`src/logic/twi_slave_pkg.sv`:
```
// Shared constants, types and register map of the two-wire slave receiver
package twi_slave_pkg;
    // APB byte offsets
    localparam logic [7:0] OFS_OWN_ADDR = 8'h00;
    localparam logic [7:0] OFS_CONTROL  = 8'h04;
    localparam logic [7:0] OFS_STATUS   = 8'h08;
    localparam logic [7:0] OFS_DATA     = 8'h0c;
    // control_reg field positions
    localparam int CTL_IRQ_FLAG  = 7;
    localparam int CTL_ACK_EN    = 6;
    localparam int CTL_START_REQ = 5;
    localparam int CTL_STOP_REQ  = 4;
    localparam int CTL_WCOL      = 3;
    localparam int CTL_IFACE_EN  = 2;
    localparam int CTL_IRQ_EN    = 0;
    // own_address_reg and status_reg field positions
    localparam int OWN_GCE       = 0;
    localparam int STS_CODE_LSB  = 3;
    // Reset values
    localparam logic [7:0] RST_OWN_ADDR = 8'h00;
    localparam logic [7:0] RST_CONTROL  = 8'h00;
    localparam logic [7:0] RST_DATA     = 8'hff;
    localparam logic [1:0] RST_PRESC    = 2'h0;
    // Status codes, prescaler bits masked to zero
    localparam logic [7:0] SC_OWN_W      = 8'h60;
    localparam logic [7:0] SC_ARB_OWN_W  = 8'h68;
    localparam logic [7:0] SC_GEN_CALL   = 8'h70;
    localparam logic [7:0] SC_ARB_GC     = 8'h78;
    localparam logic [7:0] SC_DATA_ACK   = 8'h80;
    localparam logic [7:0] SC_DATA_NACK  = 8'h88;
    localparam logic [7:0] SC_GC_ACK     = 8'h90;
    localparam logic [7:0] SC_GC_NACK    = 8'h98;
    localparam logic [7:0] SC_STOP_RSTART = 8'ha0;
    localparam logic [7:0] SC_NO_INFO    = 8'hf8;
    // Bus constants
    localparam logic [6:0] GEN_CALL_ADDR = 7'h00;
    localparam logic       DIR_WRITE     = 1'b0;
    localparam logic [3:0] BITS_PER_BYTE = 4'h8;
    localparam int         SYNC_STAGES   = 2;

    // Wire levels of the bus, kept together
    typedef struct packed {
        logic scl;
        logic sda;
    } bus_pins_t;

    // Bus events found by sampling the wires
    typedef struct packed {
        logic scl_rise;
        logic scl_fall;
        logic start;
        logic stop;
    } bus_cond_t;

    // Receiver states, Gray codes in listed order
    typedef enum logic [2:0] {
        ST_IDLE     = 3'b000,
        ST_ADDR     = 3'b001,
        ST_ADDR_ACK = 3'b011,
        ST_DATA     = 3'b010,
        ST_DATA_ACK = 3'b110,
        ST_WAIT     = 3'b111,
        ST_SKIP     = 3'b101
    } rx_state_t;
endpackage

```
`src/logic/twi_pin_sync.sv`:
```
// Two-flop synchroniser for the bus wires
`timescale 1ns/100ps
module twi_pin_sync
    import twi_slave_pkg::*;
(
    input  wire logic      CLK,   // System clock
    input  wire logic      RST_N, // Synchronous reset, active low
    input  wire bus_pins_t D,     // Raw wire levels
    output bus_pins_t      Q      // Synchronised levels
);
    bus_pins_t meta;

    // First stage feeds only the second; idle bus reads high after reset
    always_ff @(posedge CLK)
    begin
        if (!RST_N)
        begin
            meta <= '1;
            Q    <= '1;
        end
        else
        begin
            meta <= D;
            Q    <= meta;
        end
    end
endmodule

```
`src/logic/twi_bus_cond.sv`:
```
// Edge, START and STOP detection on synchronised bus wires
`timescale 1ns/100ps
module twi_bus_cond
    import twi_slave_pkg::*;
(
    input  wire logic      CLK,   // System clock
    input  wire logic      RST_N, // Synchronous reset, active low
    input  wire bus_pins_t PINS,  // Synchronised wire levels
    output bus_cond_t      COND   // One-cycle bus events
);
    bus_pins_t prev;

    // Previous sample, idle-high after reset
    always_ff @(posedge CLK)
    begin
        if (!RST_N)
            prev <= '1;
        else
            prev <= PINS;
    end

    // SDA moving while SCL stays high marks START or STOP
    always_comb
    begin
        COND.scl_rise = PINS.scl & ~prev.scl;
        COND.scl_fall = ~PINS.scl & prev.scl;
        COND.start    = PINS.scl & prev.scl & prev.sda & ~PINS.sda;
        COND.stop     = PINS.scl & prev.scl & ~prev.sda & PINS.sda;
    end
endmodule

```
`src/logic/twi_slave_rx.sv`:
```
// Two-wire slave receiver with APB register access
// Behaviour
// - Match own 7-bit address; general call if enabled
// - Write direction receives; read direction left unserved
// - Own address plus write sets flag and status
// - Own address write acknowledged reports 0x60
// - Addressed after lost arbitration reports 0x68/0x78
// - General call acknowledged reports 0x70
// - Acknowledged data reports 0x80, byte in data_reg
// - Unacknowledged data reports 0x88
// - After 0x88 flag clear leaves addressed state
// - Start request then sends START when bus free
// - Flag clear receives next byte, ack per enable
// - Ack enable cleared: next byte gets NOT ACK
// - Ack enable low ignores own address, keeps monitoring
// - Address match in deep sleep wakes the chip
// - After wake, SCL held low until flag cleared
// - Data register not refreshed while asleep
// - General call data reports 0x90 or 0x98
// - STOP or repeated START while addressed reports 0xA0
//
// Added by the designer: register access over APB and the register offsets.
`timescale 1ns/100ps
module twi_slave_rx
    import twi_slave_pkg::*;
(
    input  wire logic        CLK,       // System clock, 125 MHz
    input  wire logic        RST_N,     // Synchronous reset, active low
    input  wire logic        PSEL,      // APB select
    input  wire logic        PENABLE,   // APB access phase
    input  wire logic        PWRITE,    // APB direction
    input  wire logic [7:0]  PADDR,     // APB byte address
    input  wire logic [31:0] PWDATA,    // APB write data
    output logic      [31:0] PRDATA,    // APB read data
    output logic             PREADY,    // APB ready
    output logic             PSLVERR,   // APB error on unmapped address
    input  wire logic        SCL_I,     // SCL wire level
    output logic             SCL_O,     // SCL drive value, always low
    output logic             SCL_OE,    // Low while pulling SCL low
    input  wire logic        SDA_I,     // SDA wire level
    output logic             SDA_O,     // SDA drive value, always low
    output logic             SDA_OE,    // Low while pulling SDA low
    input  wire logic        SLEEP,     // Chip in a sleep mode other than idle
    input  wire logic        ARB_LOST,  // Master part lost arbitration
    output logic             WAKE,      // Wake request after address match
    output logic             START_REQ, // Pulse: master part may send START
    output logic             IRQ        // Flag gated by interrupt enable
);
    bus_pins_t pins_raw;
    bus_pins_t pins;
    bus_cond_t cond;
    rx_state_t state;
    logic [7:0] own_address_reg;
    logic [7:0] control_reg;
    logic [7:0] data_reg;
    logic [7:0] code;
    logic [1:0] presc;
    logic [7:0] shift;
    logic [3:0] bit_cnt;
    logic       gen_call;
    logic       nack_byte;
    logic       ack_drive;
    logic       stretch;
    logic       bus_busy;
    logic       start_pending;
    logic       set_flag;
    logic [7:0] next_code;
    logic       setup;
    logic       wr;
    logic       flag_clear;
    logic       addr_match;

    // Address decode used by the write strobe and by the error response
    function automatic logic mapped(input logic [7:0] a);
        return a == OFS_OWN_ADDR || a == OFS_CONTROL || a == OFS_STATUS || a == OFS_DATA;
    endfunction

    // Raw wires enter the synchroniser as one word
    assign pins_raw = {SCL_I, SDA_I};

    twi_pin_sync u_sync (
        .CLK   (CLK),
        .RST_N (RST_N),
        .D     (pins_raw),
        .Q     (pins)
    );

    twi_bus_cond u_cond (
        .CLK   (CLK),
        .RST_N (RST_N),
        .PINS  (pins),
        .COND  (cond)
    );

    // APB strobes; zero wait states, so ready is constant high
    assign setup      = PSEL & ~PENABLE;
    assign wr         = PSEL & PENABLE & PWRITE & mapped(PADDR);
    assign flag_clear = wr && PADDR == OFS_CONTROL && PWDATA[CTL_IRQ_FLAG] && control_reg[CTL_IRQ_FLAG];
    assign PREADY     = 1'b1;
    assign PSLVERR    = PSEL & PENABLE & ~mapped(PADDR);

    // Match on the completed address byte
    assign addr_match = control_reg[CTL_ACK_EN] &&
                        (shift[7:1] == own_address_reg[7:1] ||
                         (shift[7:1] == GEN_CALL_ADDR && own_address_reg[OWN_GCE]));

    // Open-drain pins: value low, enable low pulls the wire
    assign SCL_O  = 1'b0;
    assign SDA_O  = 1'b0;
    assign SCL_OE = ~stretch;
    assign SDA_OE = ~ack_drive;
    assign IRQ    = control_reg[CTL_IRQ_FLAG] & control_reg[CTL_IRQ_EN];

    // Read data is captured in the setup phase so it comes from a flop
    always_ff @(posedge CLK)
    begin
        if (!RST_N)
            PRDATA <= '0;
        else if (setup)
        begin
            unique case (PADDR)
                OFS_OWN_ADDR: PRDATA <= {24'h000000, own_address_reg};
                OFS_CONTROL:  PRDATA <= {24'h000000, control_reg};
                OFS_STATUS:   PRDATA <= {24'h000000, code[7:STS_CODE_LSB], 1'b0, presc};
                OFS_DATA:     PRDATA <= {24'h000000, data_reg};
                default:      PRDATA <= '0;
            endcase
        end
    end

    // Own address and prescaler bits are plain storage
    always_ff @(posedge CLK)
    begin
        if (!RST_N)
        begin
            own_address_reg <= RST_OWN_ADDR;
            presc           <= RST_PRESC;
        end
        else if (wr && PADDR == OFS_OWN_ADDR)
            own_address_reg <= PWDATA[7:0];
        else if (wr && PADDR == OFS_STATUS)
            presc <= PWDATA[1:0];
    end

    // Control: flag is write-one-to-clear and a hardware set wins
    always_ff @(posedge CLK)
    begin
        if (!RST_N)
            control_reg <= RST_CONTROL;
        else
        begin
            if (wr && PADDR == OFS_CONTROL)
            begin
                control_reg[CTL_ACK_EN]    <= PWDATA[CTL_ACK_EN];
                control_reg[CTL_START_REQ] <= PWDATA[CTL_START_REQ];
                control_reg[CTL_STOP_REQ]  <= PWDATA[CTL_STOP_REQ];
                control_reg[CTL_IFACE_EN]  <= PWDATA[CTL_IFACE_EN];
                control_reg[CTL_IRQ_EN]    <= PWDATA[CTL_IRQ_EN];
            end
            // Data write while the flag is low is a collision
            if (wr && PADDR == OFS_DATA)
                control_reg[CTL_WCOL] <= ~control_reg[CTL_IRQ_FLAG];
            if (set_flag)
                control_reg[CTL_IRQ_FLAG] <= 1'b1;
            else if (flag_clear)
                control_reg[CTL_IRQ_FLAG] <= 1'b0;
        end
    end

    // Status code follows each flag set, data register each data byte received while awake
    always_ff @(posedge CLK)
    begin
        if (!RST_N)
        begin
            code     <= SC_NO_INFO;
            data_reg <= RST_DATA;
        end
        else
        begin
            if (set_flag)
                code <= next_code;
            else if (flag_clear)
                code <= SC_NO_INFO;
            // Byte lands only while awake; after a wake the register is stale
            if (state == ST_DATA_ACK && cond.scl_fall && !SLEEP)
                data_reg <= shift;
            else if (wr && PADDR == OFS_DATA && control_reg[CTL_IRQ_FLAG])
                data_reg <= PWDATA[7:0];
        end
    end

    // Flag events and their status codes
    always_comb
    begin
        set_flag  = 1'b0;
        next_code = SC_NO_INFO;
        if (control_reg[CTL_IFACE_EN])
        begin
            if ((cond.start || cond.stop) && (state == ST_DATA || state == ST_DATA_ACK))
            begin
                set_flag  = 1'b1;
                next_code = SC_STOP_RSTART;
            end
            else if (state == ST_ADDR_ACK && cond.scl_fall)
            begin
                set_flag = 1'b1;
                if (gen_call)
                    next_code = ARB_LOST ? SC_ARB_GC : SC_GEN_CALL;
                else
                    next_code = ARB_LOST ? SC_ARB_OWN_W : SC_OWN_W;
            end
            else if (state == ST_DATA_ACK && cond.scl_fall)
            begin
                set_flag = 1'b1;
                if (gen_call)
                    next_code = nack_byte ? SC_GC_NACK : SC_GC_ACK;
                else
                    next_code = nack_byte ? SC_DATA_NACK : SC_DATA_ACK;
            end
        end
    end

    // Bus busy tracking and deferred START request to the master part
    always_ff @(posedge CLK)
    begin
        if (!RST_N)
        begin
            bus_busy      <= 1'b0;
            start_pending <= 1'b0;
            START_REQ     <= 1'b0;
        end
        else
        begin
            if (cond.start)
                bus_busy <= 1'b1;
            else if (cond.stop)
                bus_busy <= 1'b0;
            START_REQ <= 1'b0;
            // The request bit is written together with the flag clear, so the written value counts
            if (state == ST_WAIT && flag_clear && nack_byte && PWDATA[CTL_START_REQ])
                start_pending <= 1'b1;
            else if (code == SC_STOP_RSTART && flag_clear && PWDATA[CTL_START_REQ])
                start_pending <= 1'b1;
            else if (start_pending && !bus_busy)
            begin
                start_pending <= 1'b0;
                START_REQ     <= 1'b1;
            end
        end
    end

    // Wake request from an address match in sleep, dropped on flag clear
    always_ff @(posedge CLK)
    begin
        if (!RST_N)
            WAKE <= 1'b0;
        else if (state == ST_ADDR && cond.scl_fall && bit_cnt == BITS_PER_BYTE &&
                 addr_match && shift[0] == DIR_WRITE && SLEEP)
            WAKE <= 1'b1;
        else if (flag_clear)
            WAKE <= 1'b0;
    end

    // Receiver sequence; START and STOP take priority over bit events
    always_ff @(posedge CLK)
    begin
        if (!RST_N || !control_reg[CTL_IFACE_EN])
        begin
            state     <= ST_IDLE;
            shift     <= '0;
            bit_cnt   <= '0;
            gen_call  <= 1'b0;
            nack_byte <= 1'b0;
            ack_drive <= 1'b0;
            stretch   <= 1'b0;
        end
        else if (cond.start)
        begin
            state     <= ST_ADDR;
            bit_cnt   <= '0;
            ack_drive <= 1'b0;
        end
        else if (cond.stop)
        begin
            state     <= ST_IDLE;
            ack_drive <= 1'b0;
        end
        else
        begin
            unique case (state)
                ST_IDLE, ST_SKIP:
                    ack_drive <= 1'b0;
                ST_ADDR, ST_DATA:
                begin
                    if (cond.scl_rise && bit_cnt != BITS_PER_BYTE)
                    begin
                        shift   <= {shift[6:0], pins.sda};
                        bit_cnt <= bit_cnt + 4'h1;
                    end
                    else if (cond.scl_fall && bit_cnt == BITS_PER_BYTE)
                    begin
                        if (state == ST_ADDR)
                        begin
                            // Read direction belongs to the transmitter, not served here
                            if (addr_match && shift[0] == DIR_WRITE)
                            begin
                                ack_drive <= 1'b1;
                                gen_call  <= shift[7:1] == GEN_CALL_ADDR;
                                state     <= ST_ADDR_ACK;
                            end
                            else
                                state <= ST_SKIP;
                        end
                        else
                        begin
                            // Ack enable is sampled at the byte end
                            ack_drive <= control_reg[CTL_ACK_EN];
                            nack_byte <= ~control_reg[CTL_ACK_EN];
                            state     <= ST_DATA_ACK;
                        end
                    end
                end
                ST_ADDR_ACK, ST_DATA_ACK:
                    if (cond.scl_fall)
                    begin
                        ack_drive <= 1'b0;
                        stretch   <= 1'b1;
                        state     <= ST_WAIT;
                    end
                ST_WAIT:
                    if (flag_clear)
                    begin
                        stretch <= 1'b0;
                        bit_cnt <= '0;
                        state   <= nack_byte ? ST_IDLE : ST_DATA;
                        if (nack_byte)
                            nack_byte <= 1'b0;
                    end
                default:
                    state <= ST_IDLE;
            endcase
        end
    end
endmodule

```
`config.mk`:
```
export PLATFORM = sky130hd
export DESIGN_NAME = twi_slave_rx
export DESIGN_NICKNAME = d
export VERILOG_FILES = /design/src/logic/twi_slave_pkg.sv /design/src/logic/twi_pin_sync.sv /design/src/logic/twi_bus_cond.sv /design/src/logic/twi_slave_rx.sv
export SDC_FILE = /design/constraint.sdc
export NUM_CORES = 1
export LEC_CHECK = 0
export BUFFER_PORTS_ARGS = -buffer_cell sky130_fd_sc_hd__buf_4
export CORE_ASPECT_RATIO = 0.6
export CORE_MARGIN = 2
export CORE_UTILIZATION = 30
export DETAILED_ROUTE_END_ITERATION = 7
export PLACE_DENSITY = 0.6
export SLEW_MARGIN = 0
export SYNTH_ARGS = -nofsm -noshare
export SYNTH_HDL_FRONTEND = slang
export SYNTH_SLANG_ARGS = --single-unit
```
`constraint.sdc`:
```
create_clock -name CLK -period 2.6 [get_ports CLK]
set_input_delay 0.52 -clock CLK [delete_from_list [all_inputs] [get_ports CLK]]
set_output_delay 0.52 -clock CLK [all_outputs]
set_load 0.02 [all_outputs]
```
# Yosys cells after proc, flatten, opt, wreduce, memory -nomap -nowiden
# Index checks and enable logic that the tools add are counted.
totals:
  output_inout_bits: 41
  reg_bits: 94
classes:
  bitwise_logic: 30
  n_reduce_logical: 64
  n_mux: 53
  eq_ne: 25
  addsub: 1
ops:
  columns: ["op", "n"]
  rows:
  - ["8-bit 2-to-1 mux", 7]
  - ["8-bit one-hot mux with 4 select lines", 1]
  - ["1-bit logical AND", 27]
  - ["1-bit 2-to-1 mux", 24]
  - ["4-bit 2-to-1 mux", 6]
  - ["4-bit inequality test (second input constant)", 5]
  - ["5-bit AND reduction", 4]
  - ["3-bit 2-to-1 mux", 6]
  - ["1-bit NOT", 17]
  - ["8-bit by 4-bit == test with 1-bit output (second input constant)", 2]
  - ["7-bit AND reduction", 2]
  - ["1-bit bitwise AND", 13]
  - ["2-bit inequality test (second input constant)", 6]
  - ["3-bit one-hot mux with 4 select lines", 1]
  - ["2-bit nonzero test", 6]
  - ["5-bit 2-to-1 mux", 2]
  - ["3-bit == test (second input constant)", 3]
  - ["8-bit by 3-bit == test with 1-bit output (second input constant)", 1]
  - ["8-bit == test (second input constant)", 1]
  - ["8-bit zero test", 1]
  - ["4-bit one-hot mux with 2 select lines", 1]
  - ["4-bit AND reduction", 2]
  - ["2-bit OR reduction", 4]
  - ["7-bit == test", 1]
  - ["other kinds (16)", 30]

# Depth between registers and ports, before layout
# Gate-level depths: netlist of run 1.
depth:
  depth_word: 12
  ltp_mapped: 7
  depth_no_buf: 7

# Modules after synthesis
# A second synthesis of run 1 with hierarchy kept.
hier_totals:
  cells_unflattened: 406
  hier_area_um2: 3592.2
by_module_without_submodules:
  columns: ["module", "cells_each", "instances", "area_each_um2", "seq_area_each_um2"]
  rows:
  - ["twi_slave_rx", 390, 1, 3402.0, 1221.2]
  - ["twi_pin_sync", 8, 1, 105.1, 80.1]
  - ["twi_bus_cond", 8, 1, 85.1, 40.0]

# Least setup slack after synthesis of run 1
# Ideal clock, no wire load.
synth_path:
  path_type: "input-to-reg"
  from: "input port PADDR[1]"
  to: "register data_reg[0]"
  setup_ns: 0.129
  arrival_time_ns: 2.018
  setup_slack_ns: 0.453
  n_path_buf: 2
  stages: 7
  path_cell_list: "or4_4 buf_6 nor3_2 a41o_1 buf_4 mux2i_1 nand2_1"
synth_via:
  elab_chain_len: 8
synth_lines:
  columns: ["element", "line_no", "rtl"]
  rows:
  - ["from (decl)", "twi_slave_rx.sv:32", "input wire logic [7:0] PADDR,"]
  - ["8-bit by 3-bit == test with 1-bit output / 8-bit zero test (equally long branches)", "twi_slave_rx.sv:75", "return a == OFS_OWN_ADDR || a == OFS_CONTROL || a == OFS_STATUS || a == OFS_DATA;"]
  - ["1-bit logical OR (3 in a row)", "twi_slave_rx.sv:75", null]
  - ["1-bit bitwise AND", "twi_slave_rx.sv:97", "assign wr = PSEL & PENABLE & PWRITE & mapped(PADDR);"]
  - ["1-bit logical AND * (2 in a row)", "twi_slave_rx.sv:187", "else if (wr && PADDR == OFS_DATA && control_reg[CTL_IRQ_FLAG])"]
  - ["2-bit nonzero test (no line) *", null, null]
  - ["to (signal assigned)", "twi_slave_rx.sv:186", "data_reg <= shift;"]
  - ["to (signal assigned)", "twi_slave_rx.sv:188", "data_reg <= PWDATA[7:0];"]
  - ["to (decl)", "twi_slave_rx.sv:55", "logic [7:0] data_reg;"]
# Mark *: on every way between the ends. The rest lies on a longest branch, timed or not.
# A chain may end at the register's enable or synchronous reset.

# Worst setup path in the final report of run 1
layout_path:
  from: "input port PADDR[1]"
  to: "register state[0]"
layout_via:
  elab_chain_len: 10
layout_lines:
  columns: ["element", "line_no", "rtl"]
  rows:
  - ["8-bit by 3-bit == test with 1-bit output / 8-bit zero test (equally long branches)", "twi_slave_rx.sv:75, twi_slave_rx.sv:98", null]
  - ["1-bit logical OR (3 in a row)", "twi_slave_rx.sv:75", null]
  - ["1-bit bitwise AND", "twi_slave_rx.sv:97", null]
  - ["1-bit logical AND * (3 in a row)", "twi_slave_rx.sv:98", "assign flag_clear = wr && PADDR == OFS_CONTROL && PWDATA[CTL_IRQ_FLAG] && control_reg[CTL_IRQ_FLAG];"]
  - ["4-bit inequality test (no line) *", null, null]
  - ["5-bit AND reduction (no line) *", null, null]
  - ["to (signal assigned)", "twi_slave_rx.sv:335", "state <= nack_byte ? ST_IDLE : ST_DATA;"]
  - ["to (decl)", "twi_slave_rx.sv:52", "rx_state_t state;"]
# Marks and branches as above.

==> impl_metrics.py, run 1 <==
metrics = {
    "cells_and_area": {
        "area_delta_synth_final_pct": 17.8,
        "nets": 492,
        "postLayoutCellArea_um2": 4220,
        "utilization_pct": 36.8,
        "drive_gt1_share_pct": 17.5,
        "antenna_cells": 0,
    },
    "floorplanning": {
        "dieArea_um2": 12900,
        "num_rows": 30,
        "design.core.area_um2": 11500,
        "die_y_um": 88.6,
        "start_util_pct": 31.2,
        "die_w_um": 145,
        "io_pins": 90,
    },
    "clocking": {
        "cts.clk_slew.worst_paths_ps": 50,
        "worstSkewPairLatency_ps": 330,
        "ctsResizeCount": 0,
        "cts_made_buffers": 9,
        "cts_buffer_depth": 2,
        "cts_tree": "built",
        "clkSinkCount": 67,
        "cts_hold_buffers": 0,
        "htreeDepth": 3,
        "cts-root-buf": "clkbuf_16",
        "post_cts_buffers": 0,
    },
    "setup_path": {
        "startpoint_type": "primary input",
        "path_class": "in2reg",
        "path_cells": "buf_4 > or4_4 > nor4_4 > buf_4 > a21oi_1 > o21bai_1 > a21oi_1",
        "max_stage_delay_ps": 590,
        "crit_required_ps": 2820,
        "worst-r2r-setup-slack_ps": 530,
        "crit_slowest_cell": "or4_4",
        "crit_fanout": 9,
        "end_kind": "register",
        "worstPathArrival_ps": 2370,
    },
    "global_routing": {
        "grt_pass1_wl_mm": 15.3,
        "grt_max_degree": 32,
        "overflow": 0,
        "antenna_found_initial": 0,
        "grt_use_total_pct": 15.6,
        "grt_pass1_vias": 2842,
    },
    "yosys": {
        "syn-cell-area_um2": 3580,
        "synth.distinct_cells": 60,
        "yosysTopAreaCellShare_pct": 37.4,
        "ys_seq_elements": 67,
        "yosys-top-cells-count": "dfxtp_1 (67), nand2_1 (41), buf_4 (29), nor2_1 (25), mux2i_1 (24)",
        "ys_seq_area_share_pct": 37.4,
        "syn-instance-count": 407,
        "yosysMostFrequentCell": "dfxtp_1",
        "avgSynthCellArea_um2": 8.80,
        "synthFlopType": "dfxtp_1",
        "synth_largest_area_cell": "dfxtp_1",
        "synth.area.top_cells": "dfxtp_1 (37%), mux2i_1 (6.7%), buf_4 (6.1%)",
        "postSynth.asyncResetShare_pct": 0,
        "synth_enable_flop_cells": 0,
        "yosysWarnings": 0,
    },
    "drt": {
        "drt_pass1_iterations": 6,
        "drtAntennaViolNets": 0,
        "route.detailed.drc": 0,
        "drt-total-wl_mm": 9.63,
        "wire_per_inst_um": 15.9,
        "vias": 3003,
        "drtIter0Drc": 327,
        "viasPerCell": 4.96,
    },
    "pwr": {
        "power.share.clock_pct": 48.4,
        "p_comb_share_pct": 6.8,
        "p_sw_share_pct": 23.0,
        "p_sw_mw": 0.531,
        "seqPwrFrac_pct": 44.8,
        "internal_power_mw": 1.78,
        "p_leak_nw": 1.67,
        "power_density_nw_per_um2": 548,
        "ir_worst_vdd_v": 0.000263,
    },
    "timing": {
        "setup_viol": 0,
        "finalHoldViolations": 0,
        "finalMaxSlewViolations": 0,
        "period_needed_ps": 2150,
        "rsz0062_at_grt": "no",
        "finalCritPeriodShare_pct": 82.8,
        "worst_pin_slew_ps": 681,
        "slew_headroom_pct": 54.5,
        "clock_skew_ps": 4.81,
        "fmax_mhz": 465,
        "setup_tns_ps": 0,
    },
    "outcome": {
        "status": "finished clean",
    },
    "place": {
        "place.gp.congestion": 0.881,
        "port_buffers": 38,
        "place_area_um2": 3950,
        "hpwlAfterDp_mm": 7.18,
    },
    "job": {
        "max_cap_viol_count": 0,
    },
    "hold_path": {
        "worstHoldPathType": "in2reg",
    },
}
[cell usage in the layout, fill, tap and decap left out, types with 3 or more instances in the layout]
| cell type | netlist | final |
|---|---|---|
| a222oi_1 | 6 | 6 |
| nand2b_1 | 11 | 11 |
| a31oi_1 | 4 | 4 |
| nor4_1 | 3 | 3 |
| o21ai_1 | 9 | 9 |
| mux2i_1 | 24 | 24 |
| o22ai_1 | 3 | 3 |
| nand4_1 | 4 | 4 |
| conb_1 | 2 | 27 |
| xnor2_1 | 11 | 11 |
| o21ai_0 | 10 | 10 |
| nor2b_1 | 9 | 9 |
| clkbuf_1 | 18 | 3 |
| a21boi_1 | 10 | 10 |
| dfxtp_1 | 67 | 67 |
| a21oi_1 | 7 | 7 |
| a211oi_1 | 3 | 3 |
| buf_4 | 29 | 49 |
| nand2_1 | 41 | 41 |
| nor3_1 | 3 | 3 |
| nand3_1 | 17 | 17 |
| mux2_1 | 8 | 8 |
| clkbuf_16 | 0 | 9 |
| nor2_1 | 25 | 25 |
| and3_1 | 4 | 4 |
| nand3b_1 | 4 | 4 |
| and2_1 | 11 | 11 |
| inv_1 | 9 | 9 |
| mux2_2 | 7 | 7 |
[per-stage QoR]
step	setup slack, ps	std cells	total power, mW	hold WS (ps)
2_1_floorplan	453	432	1.19	386
3_3_place_gp	186	590	1.21	397
3_5_place_dp	136	590	1.21	398
4_1_cts	463	606	2.34	362
5_1_grt	337	606	2.40	362
6_report	448	606	2.31	372
[logic make-up (layout without fill, tap and decap cells)]
logic type	Yosys count	in the layout	synth area share, %
fa+ha+maj	2	2	0.698
other cells	2	27	0.210
simple gates	148	148	22.1
xor+xnor	12	12	2.93
compound gates	76	76	15.4
buf+inv	61	75	9.78
flops	67	67	37.4
mux	39	39	11.4
[routing by layer]
metal	GRT usage, %	vias up	part of all wire, %
li1	-	1452	-
met1	23.0	1433	52
met2	20.1	109	38
met3	6.24	9	9.4
met4	5.17	0	0.72
met5	0	-	0
[power by group through the flow]
stage / registers (mW) / logic (mW) / clock network [mW]
finish: 1.04 / 0.156 / 1.12
global route: 1.04 / 0.168 / 1.20
CTS: 1.04 / 0.154 / 1.15
detailed placement: 1.06 / 0.154 / 0
global placement: 1.06 / 0.153 / 0
floorplan: 1.06 / 0.131 / 0
[worst paths after layout]
| kind | from | to | cells past startpoint |
|---|---|---|---|
| max reg2reg | state[2] | data_reg[1] | 7 |
| min reg2reg | u_sync.meta[1] | u_sync.Q[1] | 1 |
| min | SCL_I | u_sync.meta[1] | 2 |
| max | PADDR[1] | state[0] | 7 |
[layout make-up]
cell class | instances | area, um2
clock buffers | 14 | 264
clock inverters | 2 | 10.0
fillers | 1212 | 7260
inverters | 9 | 33.8
multi-input cells | 304 | 1980
flip-flops and latches | 67 | 1340
well taps | 160 | 200
repair buffers | 50 | 388
[critical path, delay by kind of cell]
kind	cells	cell delay (ps)
compound gates	3	360
simple gates	2	1110
buf+inv	2	380
Power figures use the tool's default switching activity.
==> run 2, diff against run 1 <==
- clock period: 2.6 -> 2.1 ns (I/O delays scaled with it)
==> run 2 against run 1 <==
  * First-iteration DRC count fell by 14%
  * Sequential power is 23% higher
  * Non-clock buffer count grew 13
  * Combinational power increased by 29%
  * Clock power is 25% higher
  * Core utilization up 0.85 points
  * Sequential cell count unchanged
  * Wire length rose by 3.3%
  * Worst hold slack worse by 100 ps
  * Die area did not move
  * Setup slack got worse by 280 ps
  * Critical path depth is the same
  * Critical endpoint is now bit_cnt[2]
==> impl_metrics.py, run 2 (synthesis results as in run 1) <==
metrics = {
    "outcome": {
        "status": "finished clean",
    },
    "pwr": {
        "power_density_nw_per_um2": 668,
        "total_power_mw": 2.89,
        "p_comb_share_pct": 7.0,
        "seqPwrFrac_pct": 44.5,
        "p_sw_mw": 0.674,
        "power.share.clock_pct": 48.5,
        "ir_worst_vdd_v": 0.000391,
        "p_leak_nw": 1.73,
        "p_sw_share_pct": 23.4,
        "internal_power_mw": 2.21,
    },
    "setup_path": {
        "crit_required_ps": 2310,
        "worstPathArrival_ps": 2140,
        "startpoint_type": "primary input",
        "max_stage_delay_ps": 580,
        "crit_slowest_cell": "or4_4",
        "end_kind": "register",
        "crit_top_cell": "buf_4",
        "path_class": "in2reg",
        "crit_fanout": 5,
        "path_cells": "buf_4 > or4_4 > nor4_4 > buf_4 > o211ai_1 > a41oi_2 > nor2_1",
    },
    "clocking": {
        "worstSkewPairLatency_ps": 330,
        "cts.clk_slew.worst_paths_ps": 50,
        "cts_hold_buffers": 0,
        "clkSinkCount": 67,
        "post_cts_buffers": 0,
        "ctsResizeCount": 0,
        "cts_made_buffers": 9,
        "htreeDepth": 3,
        "cts_buffer_depth": 2,
        "cts-root-buf": "clkbuf_16",
        "cts_tree": "built",
    },
    "place": {
        "place_ws_ps": -172,
        "hpwlAfterDp_mm": 7.55,
        "place_area_um2": 4050,
        "port_buffers": 38,
        "place.gp.congestion": 0.920,
    },
    "timing": {
        "setup_viol": 0,
        "period_needed_ps": 1930,
        "finalMaxSlewViolations": 0,
        "fmax_mhz": 519,
        "finalCritPeriodShare_pct": 91.8,
        "clock_skew_ps": 5.74,
        "rsz0062_at_grt": "no",
        "setup_ws_ps": 171,
        "finalHoldViolations": 0,
    },
    "floorplanning": {
        "die_w_um": 145,
        "dieArea_um2": 12900,
        "num_rows": 30,
        "start_util_pct": 31.2,
        "io_pins": 90,
        "design.core.area_um2": 11500,
        "die_y_um": 88.6,
    },
    "cells_and_area": {
        "final_cell_mix": "dfxtp_1 (67), buf_4 (62), nand2_1 (41), conb_1 (27), nor2_1 (25)",
        "antenna_cells": 0,
        "drive_gt1_share_pct": 19.8,
        "multi_input_area_um2": 1980,
        "utilization_pct": 37.6,
        "area_delta_synth_final_pct": 20.6,
        "postLayoutCellArea_um2": 4320,
        "regArea_um2": 1340,
        "fillers": 1168,
        "layout_commonest_cell": "dfxtp_1",
        "nets": 505,
    },
    "drt": {
        "vias": 3082,
        "viasPerCell": 4.98,
        "drt-total-wl_mm": 9.95,
        "drtAntennaViolNets": 0,
        "wire_per_inst_um": 16.1,
        "drtIter0Drc": 281,
        "drt_pass1_iterations": 6,
        "route.detailed.drc": 0,
    },
    "global_routing": {
        "grt_pass1_vias": 2883,
        "antenna_found_initial": 0,
        "grt_use_total_pct": 16.0,
        "overflow": 0,
        "grt_pass1_wl_mm": 15.8,
        "grt_max_degree": 28,
    },
    "hold_path": {
        "worstHoldPathType": "in2reg",
    },
    "job": {
        "max_cap_viol_count": 0,
    },
}
-- run 2: metal layers --
metal / up-vias / track usage (%) / wire length [um]
li1: 1485 / - / -
met2: 122 / 21.4 / 3780
met4: 0 / 3.74 / 75
met1: 1468 / 23.4 / 5030
met5: - / 0 / 0
met3: 7 / 6.49 / 1060
-- run 2: power by group through the flow --
stage                     sequential, mW  combinational, mW  clock (mW)
after CTS                           1.28              0.199        1.44
final                               1.28              0.202        1.40
after global routing                1.28              0.217        1.50
after floorplan                     1.31              0.162           0
after global placement              1.31              0.197           0
after detailed placement            1.31              0.198           0
-- run 2: critical path: cells and delay by family --
family | cells | cell delay [ps]
buf+inv | 2 | 310
simple gates | 3 | 940
compound gates | 2 | 470
-- run 2: final timing paths --
| check | depth (start not counted) | slack, ps | from | to |
|---|---|---|---|---|
| worst max register to register | 5 | 270 | u_sync.Q[1] | code[3] |
| worst max-delay path | 7 | 170 | PADDR[1] | bit_cnt[2] |
| worst min-delay path | 2 | 270 | SCL_I | u_sync.meta[1] |
| worst min register to register | 1 | 400 | u_sync.meta[0] | u_sync.Q[0] |
-- run 2: stage by stage --
step,instances,setup TNS (ps),hold slack (ps)
final,619,0,271
after floorplan,432,0,386
after CTS,619,0,262
after global routing,619,0,284
after detailed placement,603,-1450,395
after global placement,603,-651,394
-- run 2: final cells by class --
cell class,count,share of cell area (%)
clock inverters,2,0.232
repair buffers,63,11.2
well taps,160,4.63
multi-input cells,304,45.9
clock buffers,14,6.11
flip-flops and latches,67,31.1
inverters,9,0.782
